<file path="src/async_timer_pkg.sv">
package async_timer_pkg;

  // ------------------------------------------------------------
  // Register map (byte addresses)
  // ------------------------------------------------------------
  localparam logic [7:0] ADDR_CONTROL_A   = 8'hb0;
  localparam logic [7:0] ADDR_CONTROL_B   = 8'hb4;
  localparam logic [7:0] ADDR_COUNTER     = 8'hb8;
  localparam logic [7:0] ADDR_COMPARE_A   = 8'hbc;
  localparam logic [7:0] ADDR_COMPARE_B   = 8'hc0;
  localparam logic [7:0] ADDR_ASYNC_STAT  = 8'hc4;
  localparam logic [7:0] ADDR_GENERAL     = 8'hc8;
  localparam logic [7:0] ADDR_FLAGS       = 8'hcc;
  localparam logic [7:0] ADDR_IRQ_ENABLE  = 8'hd0;

  // ------------------------------------------------------------
  // Asynchronously written registers, index into the temp array
  // ------------------------------------------------------------
  localparam int NUM_ASYNC   = 5;
  localparam int IDX_CTRL_B  = 0;
  localparam int IDX_CTRL_A  = 1;
  localparam int IDX_CMP_B   = 2;
  localparam int IDX_CMP_A   = 3;
  localparam int IDX_COUNTER = 4;

  // ------------------------------------------------------------
  // Fields
  // ------------------------------------------------------------
  localparam int BIT_ASYNC_SEL     = 5;
  localparam int BIT_PRESCALER_RST = 1;
  localparam int BIT_FLAG_OVF      = 0;
  localparam int BIT_FLAG_CMP_A    = 1;
  localparam int BIT_FLAG_CMP_B    = 2;
  localparam int POS_COM_A         = 6;
  localparam int POS_COM_B         = 4;
  localparam logic [7:0] CTRL_A_WRITE_MASK = 8'hf3;
  localparam logic [7:0] RESET_VALUE       = 8'h00;

  // Compare output actions
  localparam logic [1:0] COM_TOGGLE = 2'h1;
  localparam logic [1:0] COM_CLEAR  = 2'h2;
  localparam logic [1:0] COM_SET    = 2'h3;

  // Clock select codes in control_b[2:0]
  localparam logic [2:0] CS_STOP  = 3'h0;
  localparam logic [2:0] CS_DIV1  = 3'h1;
  localparam logic [2:0] CS_DIV8  = 3'h2;
  localparam logic [2:0] CS_DIV32 = 3'h3;
  localparam logic [2:0] CS_DIV64 = 3'h4;
  localparam logic [2:0] CS_DIV128 = 3'h5;
  localparam logic [2:0] CS_DIV256 = 3'h6;
  localparam logic [2:0] CS_DIV1024 = 3'h7;
  localparam logic [9:0] MASK_DIV8    = 10'h007;
  localparam logic [9:0] MASK_DIV32   = 10'h01f;
  localparam logic [9:0] MASK_DIV64   = 10'h03f;
  localparam logic [9:0] MASK_DIV128  = 10'h07f;
  localparam logic [9:0] MASK_DIV256  = 10'h0ff;
  localparam logic [9:0] MASK_DIV1024 = 10'h3ff;

  // Sleep modes seen on the sleep_mode input
  localparam logic [2:0] SLEEP_POWER_DOWN = 3'h2;
  localparam logic [2:0] SLEEP_STANDBY    = 3'h6;

  // ------------------------------------------------------------
  // Timing counts
  // ------------------------------------------------------------
  localparam logic [1:0] OSC_EDGES_TO_LATCH = 2'h2;
  localparam int         FLAG_SYNC_STAGES   = 3;
  localparam logic [2:0] HALT_CYCLES        = 3'h4;

  typedef struct packed {
    logic       valid;
    logic       write;
    logic [7:0] addr;
  } bus_phase_t;

endpackage : async_timer_pkg
</file>
<file path="src/async_timer.sv">
// ------------------------------------------------------------
// What this block does
// (RQ1) Timer tick qualifies hclk; oscillator replaces it async
// (RQ2) Software follows safe clock source switch sequence
// (RQ3) Host clock exceeds four times oscillator rate
// (RQ4) Async writes latch after two oscillator rises
// (RQ5) Software waits for transfer before rewriting
// (RQ6) Five independent temporary registers
// (RQ7) Per-register update-busy bits in status
// (RQ8) Compare match suppressed while counter/compare busy
// (RQ9) Software waits busy clear before sleeping
// (RQ10) Software lets one oscillator cycle pass
// (RQ11) Oscillator runs except power-down and standby
// (RQ12) Software waits one second after power-up
// (RQ13) Wake starts on next timer cycle; halt four
// (RQ14) Counter read through copy refreshed per rise
// (RQ15) Software syncs before reading counter after wake
// (RQ16) Async flags delayed three cycles plus tick
// (RQ17) Compare outputs change on timer clock directly
// (RQ18) Source defaults to hclk; select switches oscillator
// (RQ19) Oscillator pins detached while async selected
// (RQ20) Prescaler 1,8,32,64,128,256,1024 or stopped
// (RQ21) Prescaler reset bit restarts prescale phase
// (RQ22) Control A fields laid out, reset zero
// (RQ23) Control A bits 3:2 read zero
// (RQ24) Oscillator crossing passes two flip-flops
// ------------------------------------------------------------
//
// Design decision made here: the AHB-Lite slave port.
`timescale 1ns/1ps
`default_nettype none

module async_timer (
  input  wire logic        hclk,
  input  wire logic        hresetn,
  input  wire logic        clock_enable,
  input  wire logic        hsel,
  input  wire logic [31:0] haddr,
  input  wire logic [1:0]  htrans,
  input  wire logic        hwrite,
  input  wire logic [2:0]  hsize,
  input  wire logic [31:0] hwdata,
  input  wire logic        hready,
  output logic      [31:0] hrdata,
  output logic             hreadyout,
  output logic             hresp,
  input  wire logic        osc_input_pin,
  input  wire logic        sleep_active,
  input  wire logic [2:0]  sleep_mode,
  output logic             compare_a_out,
  output logic             compare_b_out,
  output logic             osc_enable,
  output logic             port_detach,
  output logic             timer_irq,
  output logic             wake_request,
  output logic             cpu_halt
);

  // ------------------------------------------------------------
  // Bus slave
  // ------------------------------------------------------------
  async_timer_pkg::bus_phase_t phase;
  logic [7:0] read_value;
  logic       take;

  assign take = hsel && hready && htrans[1] && clock_enable;

  always_ff @(posedge hclk or negedge hresetn)
  begin
    if (!hresetn)
      phase <= '0;
    else if (clock_enable && hready)
      phase <= '{valid: take, write: hwrite, addr: haddr[7:0]};
  end

  // Zero wait states; the bus stalls only while the block is frozen
  always_ff @(posedge hclk or negedge hresetn)
  begin
    if (!hresetn)
    begin
      hreadyout <= 1'b1;
      hresp     <= 1'b0;
    end
    else
    begin
      hreadyout <= clock_enable;
      hresp     <= 1'b0;
    end
  end

  always_ff @(posedge hclk or negedge hresetn)
  begin
    if (!hresetn)
      hrdata <= 32'h0000_0000;
    else if (take && !hwrite)
      hrdata <= {24'h00_0000, read_value};
  end

  logic       wr_valid;
  logic [7:0] wdata;
  assign wr_valid = phase.valid && phase.write && clock_enable;
  assign wdata    = hwdata[7:0];

  // ------------------------------------------------------------
  // Oscillator input crossing
  // ------------------------------------------------------------
  logic osc_meta;
  logic osc_sync;
  logic osc_last;
  logic osc_rise;

  always_ff @(posedge hclk or negedge hresetn)
  begin
    if (!hresetn)
    begin
      osc_meta <= 1'b0;
      osc_sync <= 1'b0;
      osc_last <= 1'b0;
    end
    else if (clock_enable)
    begin
      osc_meta <= osc_input_pin; // see RQ24
      osc_sync <= osc_meta;
      osc_last <= osc_sync;
    end
  end
  assign osc_rise = osc_sync && !osc_last;

  // ------------------------------------------------------------
  // Control registers
  // ------------------------------------------------------------
  logic       async_sel;
  logic [2:0] irq_enable;
  logic [2:0] flags;
  logic       prescaler_rst;

  always_ff @(posedge hclk or negedge hresetn)
  begin
    if (!hresetn)
    begin
      async_sel  <= 1'b0; // see RQ18
      irq_enable <= 3'h0;
    end
    else if (clock_enable && wr_valid)
    begin
      if (phase.addr == async_timer_pkg::ADDR_ASYNC_STAT)
        async_sel <= wdata[async_timer_pkg::BIT_ASYNC_SEL];
      if (phase.addr == async_timer_pkg::ADDR_IRQ_ENABLE)
        irq_enable <= wdata[2:0];
    end
  end

  // Self-clearing strobe
  always_ff @(posedge hclk or negedge hresetn)
  begin
    if (!hresetn)
      prescaler_rst <= 1'b0;
    else if (clock_enable)
      prescaler_rst <= wr_valid && phase.addr == async_timer_pkg::ADDR_GENERAL &&
                       wdata[async_timer_pkg::BIT_PRESCALER_RST]; // see RQ21
  end

  // ------------------------------------------------------------
  // Temporary registers of the five async targets
  // ------------------------------------------------------------
  logic [7:0] target_addr [async_timer_pkg::NUM_ASYNC];
  logic [7:0] temp_value  [async_timer_pkg::NUM_ASYNC];
  logic [async_timer_pkg::NUM_ASYNC-1:0] busy;
  logic [async_timer_pkg::NUM_ASYNC-1:0] load;

  assign target_addr[async_timer_pkg::IDX_CTRL_B]  = async_timer_pkg::ADDR_CONTROL_B;
  assign target_addr[async_timer_pkg::IDX_CTRL_A]  = async_timer_pkg::ADDR_CONTROL_A;
  assign target_addr[async_timer_pkg::IDX_CMP_B]   = async_timer_pkg::ADDR_COMPARE_B;
  assign target_addr[async_timer_pkg::IDX_CMP_A]   = async_timer_pkg::ADDR_COMPARE_A;
  assign target_addr[async_timer_pkg::IDX_COUNTER] = async_timer_pkg::ADDR_COUNTER;

  genvar gi;
  generate
    for (gi = 0; gi < async_timer_pkg::NUM_ASYNC; gi++)
    begin : g_temp
      logic       hit;
      logic [1:0] edges;
      assign hit = wr_valid && phase.addr == target_addr[gi];

      // A write during a transfer restarts it; software must not do this
      always_ff @(posedge hclk or negedge hresetn)
      begin
        if (!hresetn)
        begin
          temp_value[gi] <= async_timer_pkg::RESET_VALUE;
          busy[gi]       <= 1'b0;
          edges          <= 2'h0;
          load[gi]       <= 1'b0;
        end
        else if (clock_enable)
        begin
          load[gi] <= 1'b0;
          if (hit)
          begin
            temp_value[gi] <= wdata; // see RQ6
            busy[gi]       <= async_sel; // see RQ7
            edges          <= 2'h0;
            load[gi]       <= !async_sel;
          end
          else if (busy[gi] && osc_rise)
          begin
            if (edges + 2'h1 == async_timer_pkg::OSC_EDGES_TO_LATCH)
            begin
              busy[gi] <= 1'b0; // see RQ4
              load[gi] <= 1'b1;
            end
            edges <= edges + 2'h1;
          end
        end
      end
    end
  endgenerate

  // ------------------------------------------------------------
  // Destination registers
  // ------------------------------------------------------------
  logic [7:0] control_a;
  logic [7:0] control_b;
  logic [7:0] compare_a;
  logic [7:0] compare_b;

  always_ff @(posedge hclk or negedge hresetn)
  begin
    if (!hresetn)
    begin
      control_a <= async_timer_pkg::RESET_VALUE; // see RQ22
      control_b <= async_timer_pkg::RESET_VALUE;
      compare_a <= async_timer_pkg::RESET_VALUE;
      compare_b <= async_timer_pkg::RESET_VALUE;
    end
    else if (clock_enable)
    begin
      if (load[async_timer_pkg::IDX_CTRL_A])
        control_a <= temp_value[async_timer_pkg::IDX_CTRL_A] &
                     async_timer_pkg::CTRL_A_WRITE_MASK; // see RQ23
      if (load[async_timer_pkg::IDX_CTRL_B])
        control_b <= temp_value[async_timer_pkg::IDX_CTRL_B];
      if (load[async_timer_pkg::IDX_CMP_A])
        compare_a <= temp_value[async_timer_pkg::IDX_CMP_A];
      if (load[async_timer_pkg::IDX_CMP_B])
        compare_b <= temp_value[async_timer_pkg::IDX_CMP_B];
    end
  end

  // ------------------------------------------------------------
  // Source clock and prescaler
  // ------------------------------------------------------------
  logic       source_tick;
  logic [9:0] prescale;
  logic [9:0] div_mask;
  logic       timer_clock_enable;

  assign source_tick = async_sel ? osc_rise : 1'b1; // see RQ1

  always_ff @(posedge hclk or negedge hresetn)
  begin
    if (!hresetn)
      prescale <= 10'h000;
    else if (clock_enable)
    begin
      if (prescaler_rst)
        prescale <= 10'h000; // see RQ21
      else if (source_tick)
        prescale <= prescale + 10'h001;
    end
  end

  always_comb
  begin
    case (control_b[2:0]) // see RQ20
      async_timer_pkg::CS_DIV1:    div_mask = 10'h000;
      async_timer_pkg::CS_DIV8:    div_mask = async_timer_pkg::MASK_DIV8;
      async_timer_pkg::CS_DIV32:   div_mask = async_timer_pkg::MASK_DIV32;
      async_timer_pkg::CS_DIV64:   div_mask = async_timer_pkg::MASK_DIV64;
      async_timer_pkg::CS_DIV128:  div_mask = async_timer_pkg::MASK_DIV128;
      async_timer_pkg::CS_DIV256:  div_mask = async_timer_pkg::MASK_DIV256;
      async_timer_pkg::CS_DIV1024: div_mask = async_timer_pkg::MASK_DIV1024;
      default:                     div_mask = 10'h000;
    endcase
  end

  assign timer_clock_enable = source_tick && !prescaler_rst &&
                              control_b[2:0] != async_timer_pkg::CS_STOP &&
                              (prescale & div_mask) == div_mask;

  // ------------------------------------------------------------
  // Counter, compare and events
  // ------------------------------------------------------------
  logic [7:0] counter;
  logic [7:0] counter_copy;
  logic       match_block;
  logic [2:0] events;

  // Pending counter or compare writes hide the match
  assign match_block = busy[async_timer_pkg::IDX_COUNTER] ||
                       busy[async_timer_pkg::IDX_CMP_A] || busy[async_timer_pkg::IDX_CMP_B];

  always_comb
  begin
    events = 3'h0;
    if (timer_clock_enable)
    begin
      events[async_timer_pkg::BIT_FLAG_OVF]   = counter == 8'hff;
      events[async_timer_pkg::BIT_FLAG_CMP_A] = counter == compare_a && !match_block; // see RQ8
      events[async_timer_pkg::BIT_FLAG_CMP_B] = counter == compare_b && !match_block; // see RQ8
    end
  end

  always_ff @(posedge hclk or negedge hresetn)
  begin
    if (!hresetn)
      counter <= 8'h00;
    else if (clock_enable)
    begin
      if (load[async_timer_pkg::IDX_COUNTER])
        counter <= temp_value[async_timer_pkg::IDX_COUNTER];
      else if (timer_clock_enable)
        counter <= counter + 8'h01;
    end
  end

  // Read copy; after a power-save wake it holds until the next rise
  always_ff @(posedge hclk or negedge hresetn)
  begin
    if (!hresetn)
      counter_copy <= 8'h00;
    else if (clock_enable && (!async_sel || osc_rise))
      counter_copy <= counter; // see RQ14
  end

  // Compare pins follow the tick with no host-side resync
  always_ff @(posedge hclk or negedge hresetn)
  begin
    if (!hresetn)
    begin
      compare_a_out <= 1'b0;
      compare_b_out <= 1'b0;
    end
    else if (clock_enable)
    begin
      if (events[async_timer_pkg::BIT_FLAG_CMP_A]) // see RQ17
        case (control_a[async_timer_pkg::POS_COM_A +: 2])
          async_timer_pkg::COM_TOGGLE: compare_a_out <= !compare_a_out;
          async_timer_pkg::COM_CLEAR:  compare_a_out <= 1'b0;
          async_timer_pkg::COM_SET:    compare_a_out <= 1'b1;
          default:                     compare_a_out <= compare_a_out;
        endcase
      if (events[async_timer_pkg::BIT_FLAG_CMP_B]) // see RQ17
        case (control_a[async_timer_pkg::POS_COM_B +: 2])
          async_timer_pkg::COM_TOGGLE: compare_b_out <= !compare_b_out;
          async_timer_pkg::COM_CLEAR:  compare_b_out <= 1'b0;
          async_timer_pkg::COM_SET:    compare_b_out <= 1'b1;
          default:                     compare_b_out <= compare_b_out;
        endcase
    end
  end

  // ------------------------------------------------------------
  // Flag synchronisation
  // ------------------------------------------------------------
  logic [2:0] held;
  logic [2:0] sync_pipe [async_timer_pkg::FLAG_SYNC_STAGES];
  logic [2:0] flag_set;
  logic [2:0] flag_clear;

  // Async events wait one timer cycle, then three host cycles
  always_ff @(posedge hclk or negedge hresetn)
  begin
    if (!hresetn)
    begin
      held <= 3'h0;
      for (int i = 0; i < async_timer_pkg::FLAG_SYNC_STAGES; i++)
        sync_pipe[i] <= 3'h0;
    end
    else if (clock_enable)
    begin
      if (!async_sel)
        held <= 3'h0;
      else if (osc_rise)
        held <= events;
      else
        held <= held | events;
      sync_pipe[0] <= (async_sel && osc_rise) ? held : 3'h0; // see RQ16
      for (int i = 1; i < async_timer_pkg::FLAG_SYNC_STAGES; i++)
        sync_pipe[i] <= sync_pipe[i-1];
    end
  end

  assign flag_set   = async_sel ? sync_pipe[async_timer_pkg::FLAG_SYNC_STAGES-1] : events;
  assign flag_clear = (wr_valid && phase.addr == async_timer_pkg::ADDR_FLAGS) ?
                      wdata[2:0] : 3'h0;

  // Write one to clear; a new event wins over the clear
  always_ff @(posedge hclk or negedge hresetn)
  begin
    if (!hresetn)
      flags <= 3'h0;
    else if (clock_enable)
      flags <= (flags & ~flag_clear) | flag_set;
  end

  always_ff @(posedge hclk or negedge hresetn)
  begin
    if (!hresetn)
      timer_irq <= 1'b0;
    else if (clock_enable)
      timer_irq <= |(flags & irq_enable);
  end

  // ------------------------------------------------------------
  // Sleep, wake and pins
  // ------------------------------------------------------------
  logic [2:0] halt_count;

  always_ff @(posedge hclk or negedge hresetn)
  begin
    if (!hresetn)
    begin
      wake_request <= 1'b0;
      halt_count   <= 3'h0;
      cpu_halt     <= 1'b0;
    end
    else if (clock_enable)
    begin
      // Wake begins on the timer cycle after the condition
      wake_request <= sleep_active && async_sel && osc_rise &&
                      |(held & irq_enable); // see RQ13
      if (wake_request)
        halt_count <= async_timer_pkg::HALT_CYCLES; // see RQ13
      else if (halt_count != 3'h0)
        halt_count <= halt_count - 3'h1;
      cpu_halt <= wake_request || halt_count > 3'h1;
    end
  end

  always_ff @(posedge hclk or negedge hresetn)
  begin
    if (!hresetn)
    begin
      osc_enable  <= 1'b0;
      port_detach <= 1'b0;
    end
    else if (clock_enable)
    begin
      osc_enable  <= async_sel && !(sleep_active &&
                     (sleep_mode == async_timer_pkg::SLEEP_POWER_DOWN ||
                      sleep_mode == async_timer_pkg::SLEEP_STANDBY)); // see RQ11
      port_detach <= async_sel; // see RQ19
    end
  end

  // ------------------------------------------------------------
  // Read mux
  // ------------------------------------------------------------
  always_comb
  begin
    case (haddr[7:0])
      async_timer_pkg::ADDR_CONTROL_A:  read_value = control_a; // see RQ23
      async_timer_pkg::ADDR_CONTROL_B:  read_value = control_b;
      async_timer_pkg::ADDR_COUNTER:    read_value = counter_copy; // see RQ14
      async_timer_pkg::ADDR_COMPARE_A:  read_value = compare_a;
      async_timer_pkg::ADDR_COMPARE_B:  read_value = compare_b;
      async_timer_pkg::ADDR_ASYNC_STAT: read_value = {2'b00, async_sel, busy[4:0]}; // see RQ7
      async_timer_pkg::ADDR_FLAGS:      read_value = {5'h00, flags};
      async_timer_pkg::ADDR_IRQ_ENABLE: read_value = {5'h00, irq_enable};
      default:                          read_value = 8'h00;
    endcase
  end

endmodule : async_timer

`default_nettype wire

</file>
<file path="config.mk">
export PLATFORM = sky130hd
export DESIGN_NAME = async_timer
export DESIGN_NICKNAME = d
export VERILOG_FILES = /design/src/async_timer_pkg.sv /design/src/async_timer.sv
export SDC_FILE = /design/constraint.sdc
export NUM_CORES = 1
export LEC_CHECK = 0
export ABC_AREA = 0
export BUFFER_PORTS_ARGS = -buffer_cell sky130_fd_sc_hd__buf_2
export CAP_MARGIN = 20
export CORE_MARGIN = 5
export CORE_UTILIZATION = 60
export CTS_CLUSTER_DIAMETER = 120
export CTS_CLUSTER_SIZE = 24
export DETAILED_ROUTE_END_ITERATION = 10
export HOLD_SLACK_MARGIN = 0.08
export PLACE_DENSITY = 0.9
export SLEW_MARGIN = 25
export SYNTH_ARGS = -nofsm -noshare
export SYNTH_HDL_FRONTEND = slang
export SYNTH_SLANG_ARGS = --single-unit
</file>
<file path="constraint.sdc">
create_clock -name hclk -period 3.65 [get_ports hclk]
set_input_delay 0 -clock hclk [delete_from_list [all_inputs] [get_ports hclk]]
set_output_delay 0 -clock hclk [all_outputs]
set_load 0.05 [all_outputs]
</file>
==> results of run 1 <==
==> power breakdown <==
part           switching, uW  total, uW  internal, uW
Combinational            348        556           208
Sequential               136       2080          1950
Clock                    740       1690           951
==> path summary, 6_finish.rpt <==
kind	slack, ps	depth (start not counted)	start	end
worst max-delay path	1180	6	clock_enable	hrdata[5]
worst min-delay path	220	4	hready	phase[9]
worst max register to register	1310	5	phase[1]	g_temp[2].edges[1]
worst min register to register	470	1	prescaler_rst	prescale[1]
max in group asynchronous	2040	5	hresetn	g_temp[3].edges[1]
min in group asynchronous	540	3	hresetn	osc_sync
==> stage by stage <==
stage,std cells,hold WS [ps]
floorplan,777,-296
global placement,944,156
detailed placement,944,161
CTS,998,177
global route,1000,259
finish,1000,217
==> metal layers <==
layer	vias up	track usage	routed length, um
li1	2778	-	-
met1	3064	0.344	7730
met2	343	0.429	9920
met3	76	0.0563	1890
met4	0	0.105	713
met5	-	0	0
==> registers in the layout (all words and copies together), names as in the netlist, 5 cells and up <==
register / cells
control_a: 6
prescale: 10
busy: 5
hrdata: 8
temp_value: 38
phase: 10
load: 5
counter_copy: 8
compare_b: 8
control_b: 8
sync_pipe: 9
g_temp.edges: 10
counter: 8
compare_a: 8
==> cell families (layout without fill, tap and decap cells) <==
logic type,Yosys count,in the layout
XOR/XNOR,25,25
flip-flops,166,166
multiplexers,101,101
other,1,25
AO/OA/AOI/OAI,131,131
buffers and inverters,83,130
AND/OR/NAND/NOR,236,236
adder cells (fa/ha/maj),10,10
==> Yosys cell counts, drive strengths merged, types with 3 or more instances <==
library cell	instances
dfrtp	165
nand2	93
mux2	86
o21ai	42
buf	39
nor2	33
clkbuf	23
a21oi	21
inv	21
nand3	21
xnor2	20
nand4	19
mux2i	15
and2	12
o22ai	11
ha	10
and3	9
a211oi	8
nor3	7
or3	7
a221oi	6
nor4	6
nand3b	5
nor2b	5
nor3b	5
o2bb2ai	5
xor2	5
a21o	4
a32oi	4
nand2b	4
a311oi	3
a31oi	3
o41ai	3
==> cell type report <==
cell class	instances	area, sq um
clock buffers	19	443
repair buffers	79	577
multi-input cells	528	3670
clock inverters	11	104
well taps	176	220
flip-flops and latches	166	4160
inverters	21	78.8
fillers	904	4050
==> critical path, stage by stage <==
cell,delay [ps]
sky130_fd_sc_hd__dlygate4sd3_1,540
sky130_fd_sc_hd__buf_2,380
sky130_fd_sc_hd__nand2_1,380
sky130_fd_sc_hd__or3_1,640
sky130_fd_sc_hd__or3_1,640
sky130_fd_sc_hd__o21ai_1,230
==> repair_timing <==
item | in CTS | in global routing
endpoints found under the hold margin | 158 | 25
resized for setup | 0 | 0
hold buffers | 24 | 1
==> placed cells by master, fill, tap and decap left out, types with 10 or more instances in the layout <==
master                          instances
sky130_fd_sc_hd__clkbuf_16             17
sky130_fd_sc_hd__mux2i_1               15
sky130_fd_sc_hd__xnor2_1               20
sky130_fd_sc_hd__buf_2                 41
sky130_fd_sc_hd__mux2_2                83
sky130_fd_sc_hd__and2_1                12
sky130_fd_sc_hd__dfrtp_1              165
sky130_fd_sc_hd__dlygate4sd3_1         25
sky130_fd_sc_hd__inv_1                 21
sky130_fd_sc_hd__nand3_1               21
sky130_fd_sc_hd__conb_1                25
sky130_fd_sc_hd__nand2_1               93
sky130_fd_sc_hd__a21oi_1               21
sky130_fd_sc_hd__o22ai_1               11
sky130_fd_sc_hd__ha_1                  10
sky130_fd_sc_hd__nor2_1                33
sky130_fd_sc_hd__nand4_1               18
sky130_fd_sc_hd__buf_4                 11
sky130_fd_sc_hd__o21ai_0               34
==> report_table.html, run 1 <==
<table>
<tr><th>Metric</th><th>Value</th></tr>
<tr><th colspan="2">Outcome</th></tr>
<tr><td>Run status</td><td>complete, no violations</td></tr>
<tr><th colspan="2">Clock tree</th></tr>
<tr><td>CTS root buffer</td><td>sky130_fd_sc_hd__clkbuf_16</td></tr>
<tr><td>Clock Tree Buf Depth</td><td>2</td></tr>
<tr><td>Total number of clock tree sinks</td><td>166</td></tr>
<tr><td>Clock slew at reported path FFs</td><td>60 ps</td></tr>
<tr><td>Clock latency reported for the late side of the worst-skew pair</td><td>430 ps</td></tr>
<tr><td>TritonCTS Buffers</td><td>17</td></tr>
<tr><td>Post-CTS setup-driven buffer insertion count</td><td>0</td></tr>
<tr><td>TritonCTS clock tree</td><td>done</td></tr>
<tr><td>Number of levels in the clock H-tree</td><td>4</td></tr>
<tr><th colspan="2">Power</th></tr>
<tr><td>Static leakage power</td><td>0.00428 uW</td></tr>
<tr><td>Total power</td><td>4330 uW</td></tr>
<tr><td>Worst vdd ir</td><td>0.592 mV</td></tr>
<tr><td>Power Density</td><td>468 nW/um^2</td></tr>
<tr><th colspan="2">Placed design</th></tr>
<tr><td>Instance area after placement</td><td>8420 sq um</td></tr>
<tr><td>Buffers on Ports</td><td>42</td></tr>
<tr><td>Half-perimeter wire length after placement</td><td>13.3 mm</td></tr>
<tr><td>Worst slack at placement</td><td>1310 ps</td></tr>
<tr><td>Routability congestion estimate from global placement</td><td>0.931</td></tr>
<tr><th colspan="2">Logic synthesis</th></tr>
<tr><td>Number of register bits inferred by synthesis</td><td>166</td></tr>
<tr><td>Cell variety after synth</td><td>66</td></tr>
<tr><td>Syn avg cell area</td><td>10.8 sq um</td></tr>
<tr><td>Synthesized cell area</td><td>8160 sq um</td></tr>
<tr><td>Post-synthesis async set-or-reset flop share</td><td>1.00</td></tr>
<tr><td>Post-synthesis instance total</td><td>753</td></tr>
<tr><td>Yosys warning total</td><td>0</td></tr>
<tr><td>Synthesized-area fraction occupied by ao, oa, aoi and oai cells</td><td>0.107</td></tr>
<tr><td>EDFF count, synth</td><td>0</td></tr>
<tr><td>Synth area leader</td><td>sky130_fd_sc_hd__dfrtp_1</td></tr>
<tr><td>Share of the synthesized area in the top cell type</td><td>0.506</td></tr>
<tr><td>Synthesized-area fraction occupied by xor and xnor cells</td><td>0.0268</td></tr>
<tr><td>Most instantiated flip-flop cell in the synthesis netlist</td><td>sky130_fd_sc_hd__dfrtp_1</td></tr>
<tr><td>Largest family of logic cells by synthesized area</td><td>simple AND/OR/NAND/NOR gates</td></tr>
<tr><td>Post-synthesis mux area share</td><td>0.139</td></tr>
<tr><td>Top cells by area in the synthesized netlist</td><td>sky130_fd_sc_hd__dfrtp_1, sky130_fd_sc_hd__mux2_2, sky130_fd_sc_hd__nand2_1, sky130_fd_sc_hd__buf_4, sky130_fd_sc_hd__xnor2_1</td></tr>
<tr><td>Seq/Total Area, Yosys</td><td>0.510</td></tr>
<tr><td>Simple-gate area share of the yosys netlist</td><td>0.150</td></tr>
<tr><td>Synth Area in Adders</td><td>0.0153</td></tr>
<tr><th colspan="2">Detailed routing</th></tr>
<tr><td>Routed len/inst</td><td>20.3 um</td></tr>
<tr><td>Number of design rule violations left after detail routing</td><td>0</td></tr>
<tr><td>Count of TritonRoute iterations in the first routing pass</td><td>6</td></tr>
<tr><td>Count of nets left with antenna violations after detail routing</td><td>0</td></tr>
<tr><td>Vias per Instance</td><td>6.26</td></tr>
<tr><td>Detailed-route wire length</td><td>20.3 mm</td></tr>
<tr><td>Total via count in the routed design</td><td>6261</td></tr>
<tr><td>Number of design-rule violations left by the first detailed-router iteration</td><td>808</td></tr>
<tr><th colspan="2">Setup path</th></tr>
<tr><td>Required arrival time at the worst endpoint</td><td>4000 ps</td></tr>
<tr><td>Crit path max fanout</td><td>21</td></tr>
<tr><td>Crit path capture type</td><td>flip-flop</td></tr>
<tr><td>Launching element type of the critical path</td><td>input pin</td></tr>
<tr><td>Category of the most critical setup path</td><td>input pin to flip-flop</td></tr>
<tr><td>Endpoint arrival time on the critical path</td><td>2810 ps</td></tr>
<tr><th colspan="2">Floorplan</th></tr>
<tr><td>Standard-cell row count</td><td>42</td></tr>
<tr><td>Height of the die</td><td>127 um</td></tr>
<tr><td>Initial standard-cell utilization of the core</td><td>0.613</td></tr>
<tr><td>IO Pins</td><td>121</td></tr>
<tr><td>Core Region</td><td>13300 sq um</td></tr>
<tr><td>Die footprint</td><td>16000 sq um</td></tr>
<tr><td>Die width</td><td>127 um</td></tr>
<tr><th colspan="2">Timing</th></tr>
<tr><td>Final critical delay including setup and external delays</td><td>2470 ps</td></tr>
<tr><td>Unrepaired setup endpoints after global routing</td><td>no</td></tr>
<tr><td>Final worst setup slack</td><td>1180 ps</td></tr>
<tr><td>Max Slew Vio Count</td><td>0</td></tr>
<tr><td>Setup TNS</td><td>0 ps</td></tr>
<tr><td>Number of hold-slack violations in the final timing report</td><td>0</td></tr>
<tr><td>Max Clock Skew</td><td>6.99 ps</td></tr>
<tr><td>Final setup violation count</td><td>0</td></tr>
<tr><td>Max Clk Rate</td><td>0.406 GHz</td></tr>
<tr><td>Share of the clock period used by the worst path</td><td>0.675</td></tr>
<tr><td>Transition time of the tightest slew-check pin</td><td>919 ps</td></tr>
<tr><td>Relative slew slack</td><td>0.383</td></tr>
<tr><th colspan="2">Global route</th></tr>
<tr><td>Total routing resource utilization after global routing</td><td>0.263</td></tr>
<tr><td>Pin count of the biggest net entering global routing</td><td>100</td></tr>
<tr><td>Via count of the first global-routing pass</td><td>6281</td></tr>
<tr><td>Initial antenna violation count</td><td>0</td></tr>
<tr><td>First-pass GRT wire length</td><td>33.1 mm</td></tr>
<tr><td>Aggregate global routing overflow</td><td>0</td></tr>
<tr><th colspan="2">Cells and area</th></tr>
<tr><td>Inserted Diodes</td><td>0</td></tr>
<tr><td>Area added between synthesis and finish</td><td>13.3%</td></tr>
<tr><td>Nets@finish</td><td>903</td></tr>
<tr><td>Fraction of final layout cells sized beyond drive strength 1</td><td>0.217</td></tr>
<tr><td>Post-layout instance area</td><td>9240 sq um</td></tr>
<tr><td>Utilization of the core after routing</td><td>0.695</td></tr>
<tr><th colspan="2">Min path</th></tr>
<tr><td>Min-Delay Path Class</td><td>input pin to flip-flop</td></tr>
<tr><th colspan="2">Run</th></tr>
<tr><td>Number of maximum-capacitance constraint violations</td><td>0</td></tr>
</table>
(Power assumes the default switching activity.)
==> run 2, diff against run 1 <==
--- a/config.mk
+++ b/config.mk
@@ -5,16 +5,16 @@
 export SDC_FILE = /design/constraint.sdc
 export NUM_CORES = 1
 export LEC_CHECK = 0
-export ABC_AREA = 0
+export ABC_AREA = 1
 export BUFFER_PORTS_ARGS = -buffer_cell sky130_fd_sc_hd__buf_2
 export CAP_MARGIN = 20
 export CORE_MARGIN = 5
-export CORE_UTILIZATION = 60
+export CORE_UTILIZATION = 52
 export CTS_CLUSTER_DIAMETER = 120
 export CTS_CLUSTER_SIZE = 24
 export DETAILED_ROUTE_END_ITERATION = 10
 export HOLD_SLACK_MARGIN = 0.08
-export PLACE_DENSITY = 0.9
+export PLACE_DENSITY = 0.84
 export SLEW_MARGIN = 25
 export SYNTH_ARGS = -nofsm -noshare
 export SYNTH_HDL_FRONTEND = slang
==> constraint.sdc (replaced) <==
create_clock -name hclk -period 2.2 [get_ports hclk]
set_input_delay 0 -clock hclk [delete_from_list [all_inputs] [get_ports hclk]]
set_output_delay 0 -clock hclk [all_outputs]
set_load 0.05 [all_outputs]
==> report_table.html, run 2 <==
<table>
<tr><th>Metric</th><th>Value</th></tr>
<tr><th colspan="2">Outcome</th></tr>
<tr><td>Run status</td><td>complete, no violations</td></tr>
<tr><th colspan="2">Logic synthesis</th></tr>
<tr><td>Number of register bits inferred by synthesis</td><td>166</td></tr>
<tr><td>Most instantiated flip-flop cell in the synthesis netlist</td><td>sky130_fd_sc_hd__dfrtp_1</td></tr>
<tr><td>Share of the synthesized area in the top cell type</td><td>0.502</td></tr>
<tr><td>Syn avg cell area</td><td>8.01 sq um</td></tr>
<tr><td>Synthesized-area fraction occupied by xor and xnor cells</td><td>0.00746</td></tr>
<tr><td>Top cells by area in the synthesized netlist</td><td>sky130_fd_sc_hd__dfrtp_1, sky130_fd_sc_hd__nand2_1, sky130_fd_sc_hd__nand3_1, sky130_fd_sc_hd__o21ai_0, sky130_fd_sc_hd__inv_1</td></tr>
<tr><td>Synthesized-area fraction occupied by ao, oa, aoi and oai cells</td><td>0.0909</td></tr>
<tr><td>Synthesized cell area</td><td>8220 sq um</td></tr>
<tr><td>Synth Area in Adders</td><td>0.0152</td></tr>
<tr><td>Yosys warning total</td><td>0</td></tr>
<tr><td>Seq/Total Area, Yosys</td><td>0.505</td></tr>
<tr><td>Post-synthesis instance total</td><td>1026</td></tr>
<tr><td>Cell variety after synth</td><td>41</td></tr>
<tr><td>Most instantiated cells after synthesis</td><td>sky130_fd_sc_hd__nand2_1, sky130_fd_sc_hd__dfrtp_1, sky130_fd_sc_hd__inv_1</td></tr>
<tr><td>Most frequent cell after synthesis</td><td>sky130_fd_sc_hd__nand2_1</td></tr>
<tr><td>EDFF count, synth</td><td>0</td></tr>
<tr><td>Simple-gate area share of the yosys netlist</td><td>0.278</td></tr>
<tr><td>Post-synthesis mux area share</td><td>0.0192</td></tr>
<tr><td>Post-synthesis async set-or-reset flop share</td><td>1.00</td></tr>
<tr><td>Synth area leader</td><td>sky130_fd_sc_hd__dfrtp_1</td></tr>
<tr><td>Largest family of logic cells by synthesized area</td><td>simple AND/OR/NAND/NOR gates</td></tr>
<tr><th colspan="2">Timing</th></tr>
<tr><td>Share of the clock period used by the worst path</td><td>0.869</td></tr>
<tr><td>Relative slew slack</td><td>0.590</td></tr>
<tr><td>Setup TNS</td><td>0 ps</td></tr>
<tr><td>Number of hold-slack violations in the final timing report</td><td>0</td></tr>
<tr><td>Unrepaired setup endpoints after global routing</td><td>no</td></tr>
<tr><td>Max Slew Vio Count</td><td>0</td></tr>
<tr><td>Max Clock Skew</td><td>12.4 ps</td></tr>
<tr><td>Final setup violation count</td><td>0</td></tr>
<tr><td>Transition time of the tightest slew-check pin</td><td>612 ps</td></tr>
<tr><td>Max Clk Rate</td><td>0.523 GHz</td></tr>
<tr><td>Final critical delay including setup and external delays</td><td>1910 ps</td></tr>
<tr><th colspan="2">Global route</th></tr>
<tr><td>Most crowded layer after global routing</td><td>met2</td></tr>
<tr><td>First-pass GRT wire length</td><td>34.1 mm</td></tr>
<tr><td>Total routing resource utilization after global routing</td><td>0.236</td></tr>
<tr><td>Met2 Resource Use GR</td><td>0.374</td></tr>
<tr><td>Initial antenna violation count</td><td>0</td></tr>
<tr><td>Met1 demand-to-capacity share in global routing</td><td>0.321</td></tr>
<tr><td>Pin count of the biggest net entering global routing</td><td>62</td></tr>
<tr><td>Via count of the first global-routing pass</td><td>6824</td></tr>
<tr><td>Met3 usage in global routing</td><td>0.0397</td></tr>
<tr><td>Aggregate global routing overflow</td><td>0</td></tr>
<tr><th colspan="2">Power</th></tr>
<tr><td>Power share of the combinational group</td><td>0.145</td></tr>
<tr><td>Net switching fraction of the power</td><td>0.311</td></tr>
<tr><td>Switching power total</td><td>2380 uW</td></tr>
<tr><td>Internal power</td><td>5280 uW</td></tr>
<tr><td>Clock power share</td><td>0.394</td></tr>
<tr><td>Reg power frac</td><td>0.461</td></tr>
<tr><td>Worst vdd ir</td><td>0.593 mV</td></tr>
<tr><td>Static leakage power</td><td>0.00495 uW</td></tr>
<tr><td>Power Density</td><td>803 nW/um^2</td></tr>
<tr><th colspan="2">Cells and area</th></tr>
<tr><td>Total area of sequential cells</td><td>4160 sq um</td></tr>
<tr><td>Final instance count without filler cells</td><td>1334</td></tr>
<tr><td>Fillers</td><td>1312</td></tr>
<tr><td>Area added between synthesis and finish</td><td>16.0%</td></tr>
<tr><td>Nets@finish</td><td>1195</td></tr>
<tr><td>Highest-count cells in the layout ignoring fill and taps</td><td>sky130_fd_sc_hd__nand2_1, sky130_fd_sc_hd__dfrtp_1, sky130_fd_sc_hd__inv_1</td></tr>
<tr><td>Multi-input logic area</td><td>3480 sq um</td></tr>
<tr><td>Most common library cell in the layout ignoring fill and taps</td><td>sky130_fd_sc_hd__nand2_1</td></tr>
<tr><td>Flip-flop count of the largest register, all copies and words added</td><td>38</td></tr>
<tr><td>Fraction of final layout cells sized beyond drive strength 1</td><td>0.111</td></tr>
<tr><td>Inserted Diodes</td><td>0</td></tr>
<tr><td>Largest reg by FF count</td><td>temp_value</td></tr>
<tr><th colspan="2">Clock tree</th></tr>
<tr><td>Total number of clock tree sinks</td><td>166</td></tr>
<tr><td>TritonCTS clock tree</td><td>done</td></tr>
<tr><td>Clock slew at reported path FFs</td><td>70 ps</td></tr>
<tr><td>TritonCTS Buffers</td><td>17</td></tr>
<tr><td>Clock Tree Buf Depth</td><td>2</td></tr>
<tr><td>CTS root buffer</td><td>sky130_fd_sc_hd__clkbuf_16</td></tr>
<tr><td>Clock latency reported for the late side of the worst-skew pair</td><td>440 ps</td></tr>
<tr><td>Post-CTS setup-driven buffer insertion count</td><td>0</td></tr>
<tr><td>Number of levels in the clock H-tree</td><td>4</td></tr>
<tr><th colspan="2">Setup path</th></tr>
<tr><td>Worst R2R Setup Slack</td><td>290 ps</td></tr>
<tr><td>Category of the most critical setup path</td><td>flip-flop to flip-flop</td></tr>
<tr><td>Worst setup startpoint</td><td>prescale[0]</td></tr>
<tr><td>Critical register-to-register path endpoint</td><td>held[0]</td></tr>
<tr><td>Endpoint arrival time on the critical path</td><td>2290 ps</td></tr>
<tr><td>Crit path capture type</td><td>flip-flop</td></tr>
<tr><td>Crit path max fanout</td><td>9</td></tr>
<tr><td>Sequence of cells on the critical path</td><td>nand3_1 -&gt; o21ai_1 -&gt; nand3_1 -&gt; nor2_2 -&gt; nand2_1 -&gt; nand2_1 -&gt; nand2_1 -&gt; nand2_1</td></tr>
<tr><td>Number of cells on the worst reg-to-reg path</td><td>8</td></tr>
<tr><td>Required arrival time at the worst endpoint</td><td>2580 ps</td></tr>
<tr><td>Most repeated library cell on the critical path</td><td>sky130_fd_sc_hd__nand2_1</td></tr>
<tr><td>Maximum cell stage delay along the critical path</td><td>460 ps</td></tr>
<tr><td>Slowest cell on crit path</td><td>sky130_fd_sc_hd__dfrtp_1</td></tr>
<tr><td>Launch point of the worst reg-to-reg path</td><td>prescale[0]</td></tr>
<tr><td>Launching element type of the critical path</td><td>flip-flop</td></tr>
<tr><th colspan="2">Detailed routing</th></tr>
<tr><td>Routed len/inst</td><td>15.7 um</td></tr>
<tr><td>Detailed-route wire length</td><td>20.9 mm</td></tr>
<tr><td>Count of TritonRoute iterations in the first routing pass</td><td>5</td></tr>
<tr><td>Number of design-rule violations left by the first detailed-router iteration</td><td>897</td></tr>
<tr><td>Vias per Instance</td><td>5.49</td></tr>
<tr><td>Number of design rule violations left after detail routing</td><td>0</td></tr>
<tr><td>Count of nets left with antenna violations after detail routing</td><td>0</td></tr>
<tr><td>Total via count in the routed design</td><td>7319</td></tr>
<tr><th colspan="2">Floorplan</th></tr>
<tr><td>Standard-cell row count</td><td>46</td></tr>
<tr><td>Initial standard-cell utilization of the core</td><td>0.523</td></tr>
<tr><td>Core Region</td><td>15700 sq um</td></tr>
<tr><td>Height of the die</td><td>136 um</td></tr>
<tr><td>Die width</td><td>136 um</td></tr>
<tr><td>IO Pins</td><td>121</td></tr>
<tr><td>Die footprint</td><td>18400 sq um</td></tr>
<tr><th colspan="2">Placed design</th></tr>
<tr><td>Routability congestion estimate from global placement</td><td>0.950</td></tr>
<tr><td>Buffers on Ports</td><td>42</td></tr>
<tr><td>DP Cell Count</td><td>1272</td></tr>
<tr><td>Half-perimeter wire length after placement</td><td>14.5 mm</td></tr>
<tr><th colspan="2">Run</th></tr>
<tr><td>Number of maximum-capacitance constraint violations</td><td>0</td></tr>
<tr><th colspan="2">Min path</th></tr>
<tr><td>Min-Delay Path Class</td><td>input pin to async pin</td></tr>
</table>
==> run 2: critical path: cells and delay by family (launching register included) <==
kind,cells,cell delay [ps]
flops,1,460
compound gates,1,300
simple gates,7,1100
==> run 2: how the worst max path moves through the flow <==
stage	endpoint	slack [ps]	depth (start not counted)
final	held[0]	290	8
after global routing	held[0]	70	8
after detailed placement	held[0]	390	11
after CTS	held[0]	350	8
after global placement	counter[2]	450	10
after floorplan	halt_count[2]	650	5
==> run 2: kinds of logic after synthesis <==
group	Yosys count
adder cells (fa/ha/maj)	10
AO/OA/AOI/OAI	139
XOR/XNOR	7
flip-flops	166
AND/OR/NAND/NOR	537
buffers and inverters	152
other	1
multiplexers	14
==> run 2: area by class of cell <==
cell class	count	area share
inverters	98	0.0386
flip-flops and latches	166	0.436
well taps	216	0.0283
repair buffers	90	0.0697
multi-input cells	732	0.365
clock inverters	15	0.0185
clock buffers	17	0.0446
==> run 2: metrics by stage <==
| step | setup WS [ps] | power, uW | hold slack (ps) | area (sq um) | util |
|---|---|---|---|---|---|
| 2_1_floorplan | 655 | 4310 | -296 | 8310 | - |
| 3_3_place_gp | 453 | 4580 | 17.2 | 8640 | 0.550 |
| 3_5_place_dp | 393 | 4620 | 17.7 | 8640 | 0.550 |
| 4_1_cts | 350 | 7670 | 136 | 9540 | 0.607 |
| 5_1_grt | 73.8 | 8010 | 166 | 9540 | 0.607 |
| 6_report | 289 | 7660 | 121 | 9540 | 0.607 |
==> run 2: power by group through the flow <==
stage / logic (uW) / registers, uW / clock network [uW]
finish: 1110 / 3530 / 3020
detailed placement: 1050 / 3580 / 0
floorplan: 743 / 3570 / 0
CTS: 1100 / 3520 / 3050
global route: 1250 / 3560 / 3200
global placement: 1000 / 3570 / 0
==> run 2: routing by layer <==
layer / vias up / wire length, um / part of all wire
li1: 3432 / - / -
met4: 0 / 839 / 0.040
met1: 3458 / 8740 / 0.42
met5: - / 0 / 0
met3: 63 / 1680 / 0.080
met2: 366 / 9630 / 0.46
==> run 2: repair_timing <==
item / 4_1_cts / 5_1_grt
endpoints found under the hold margin: 230 / 0
hold buffers: 30 / 0
endpoints found under the setup margin: 0 / 0
resized for setup: 0 / 0
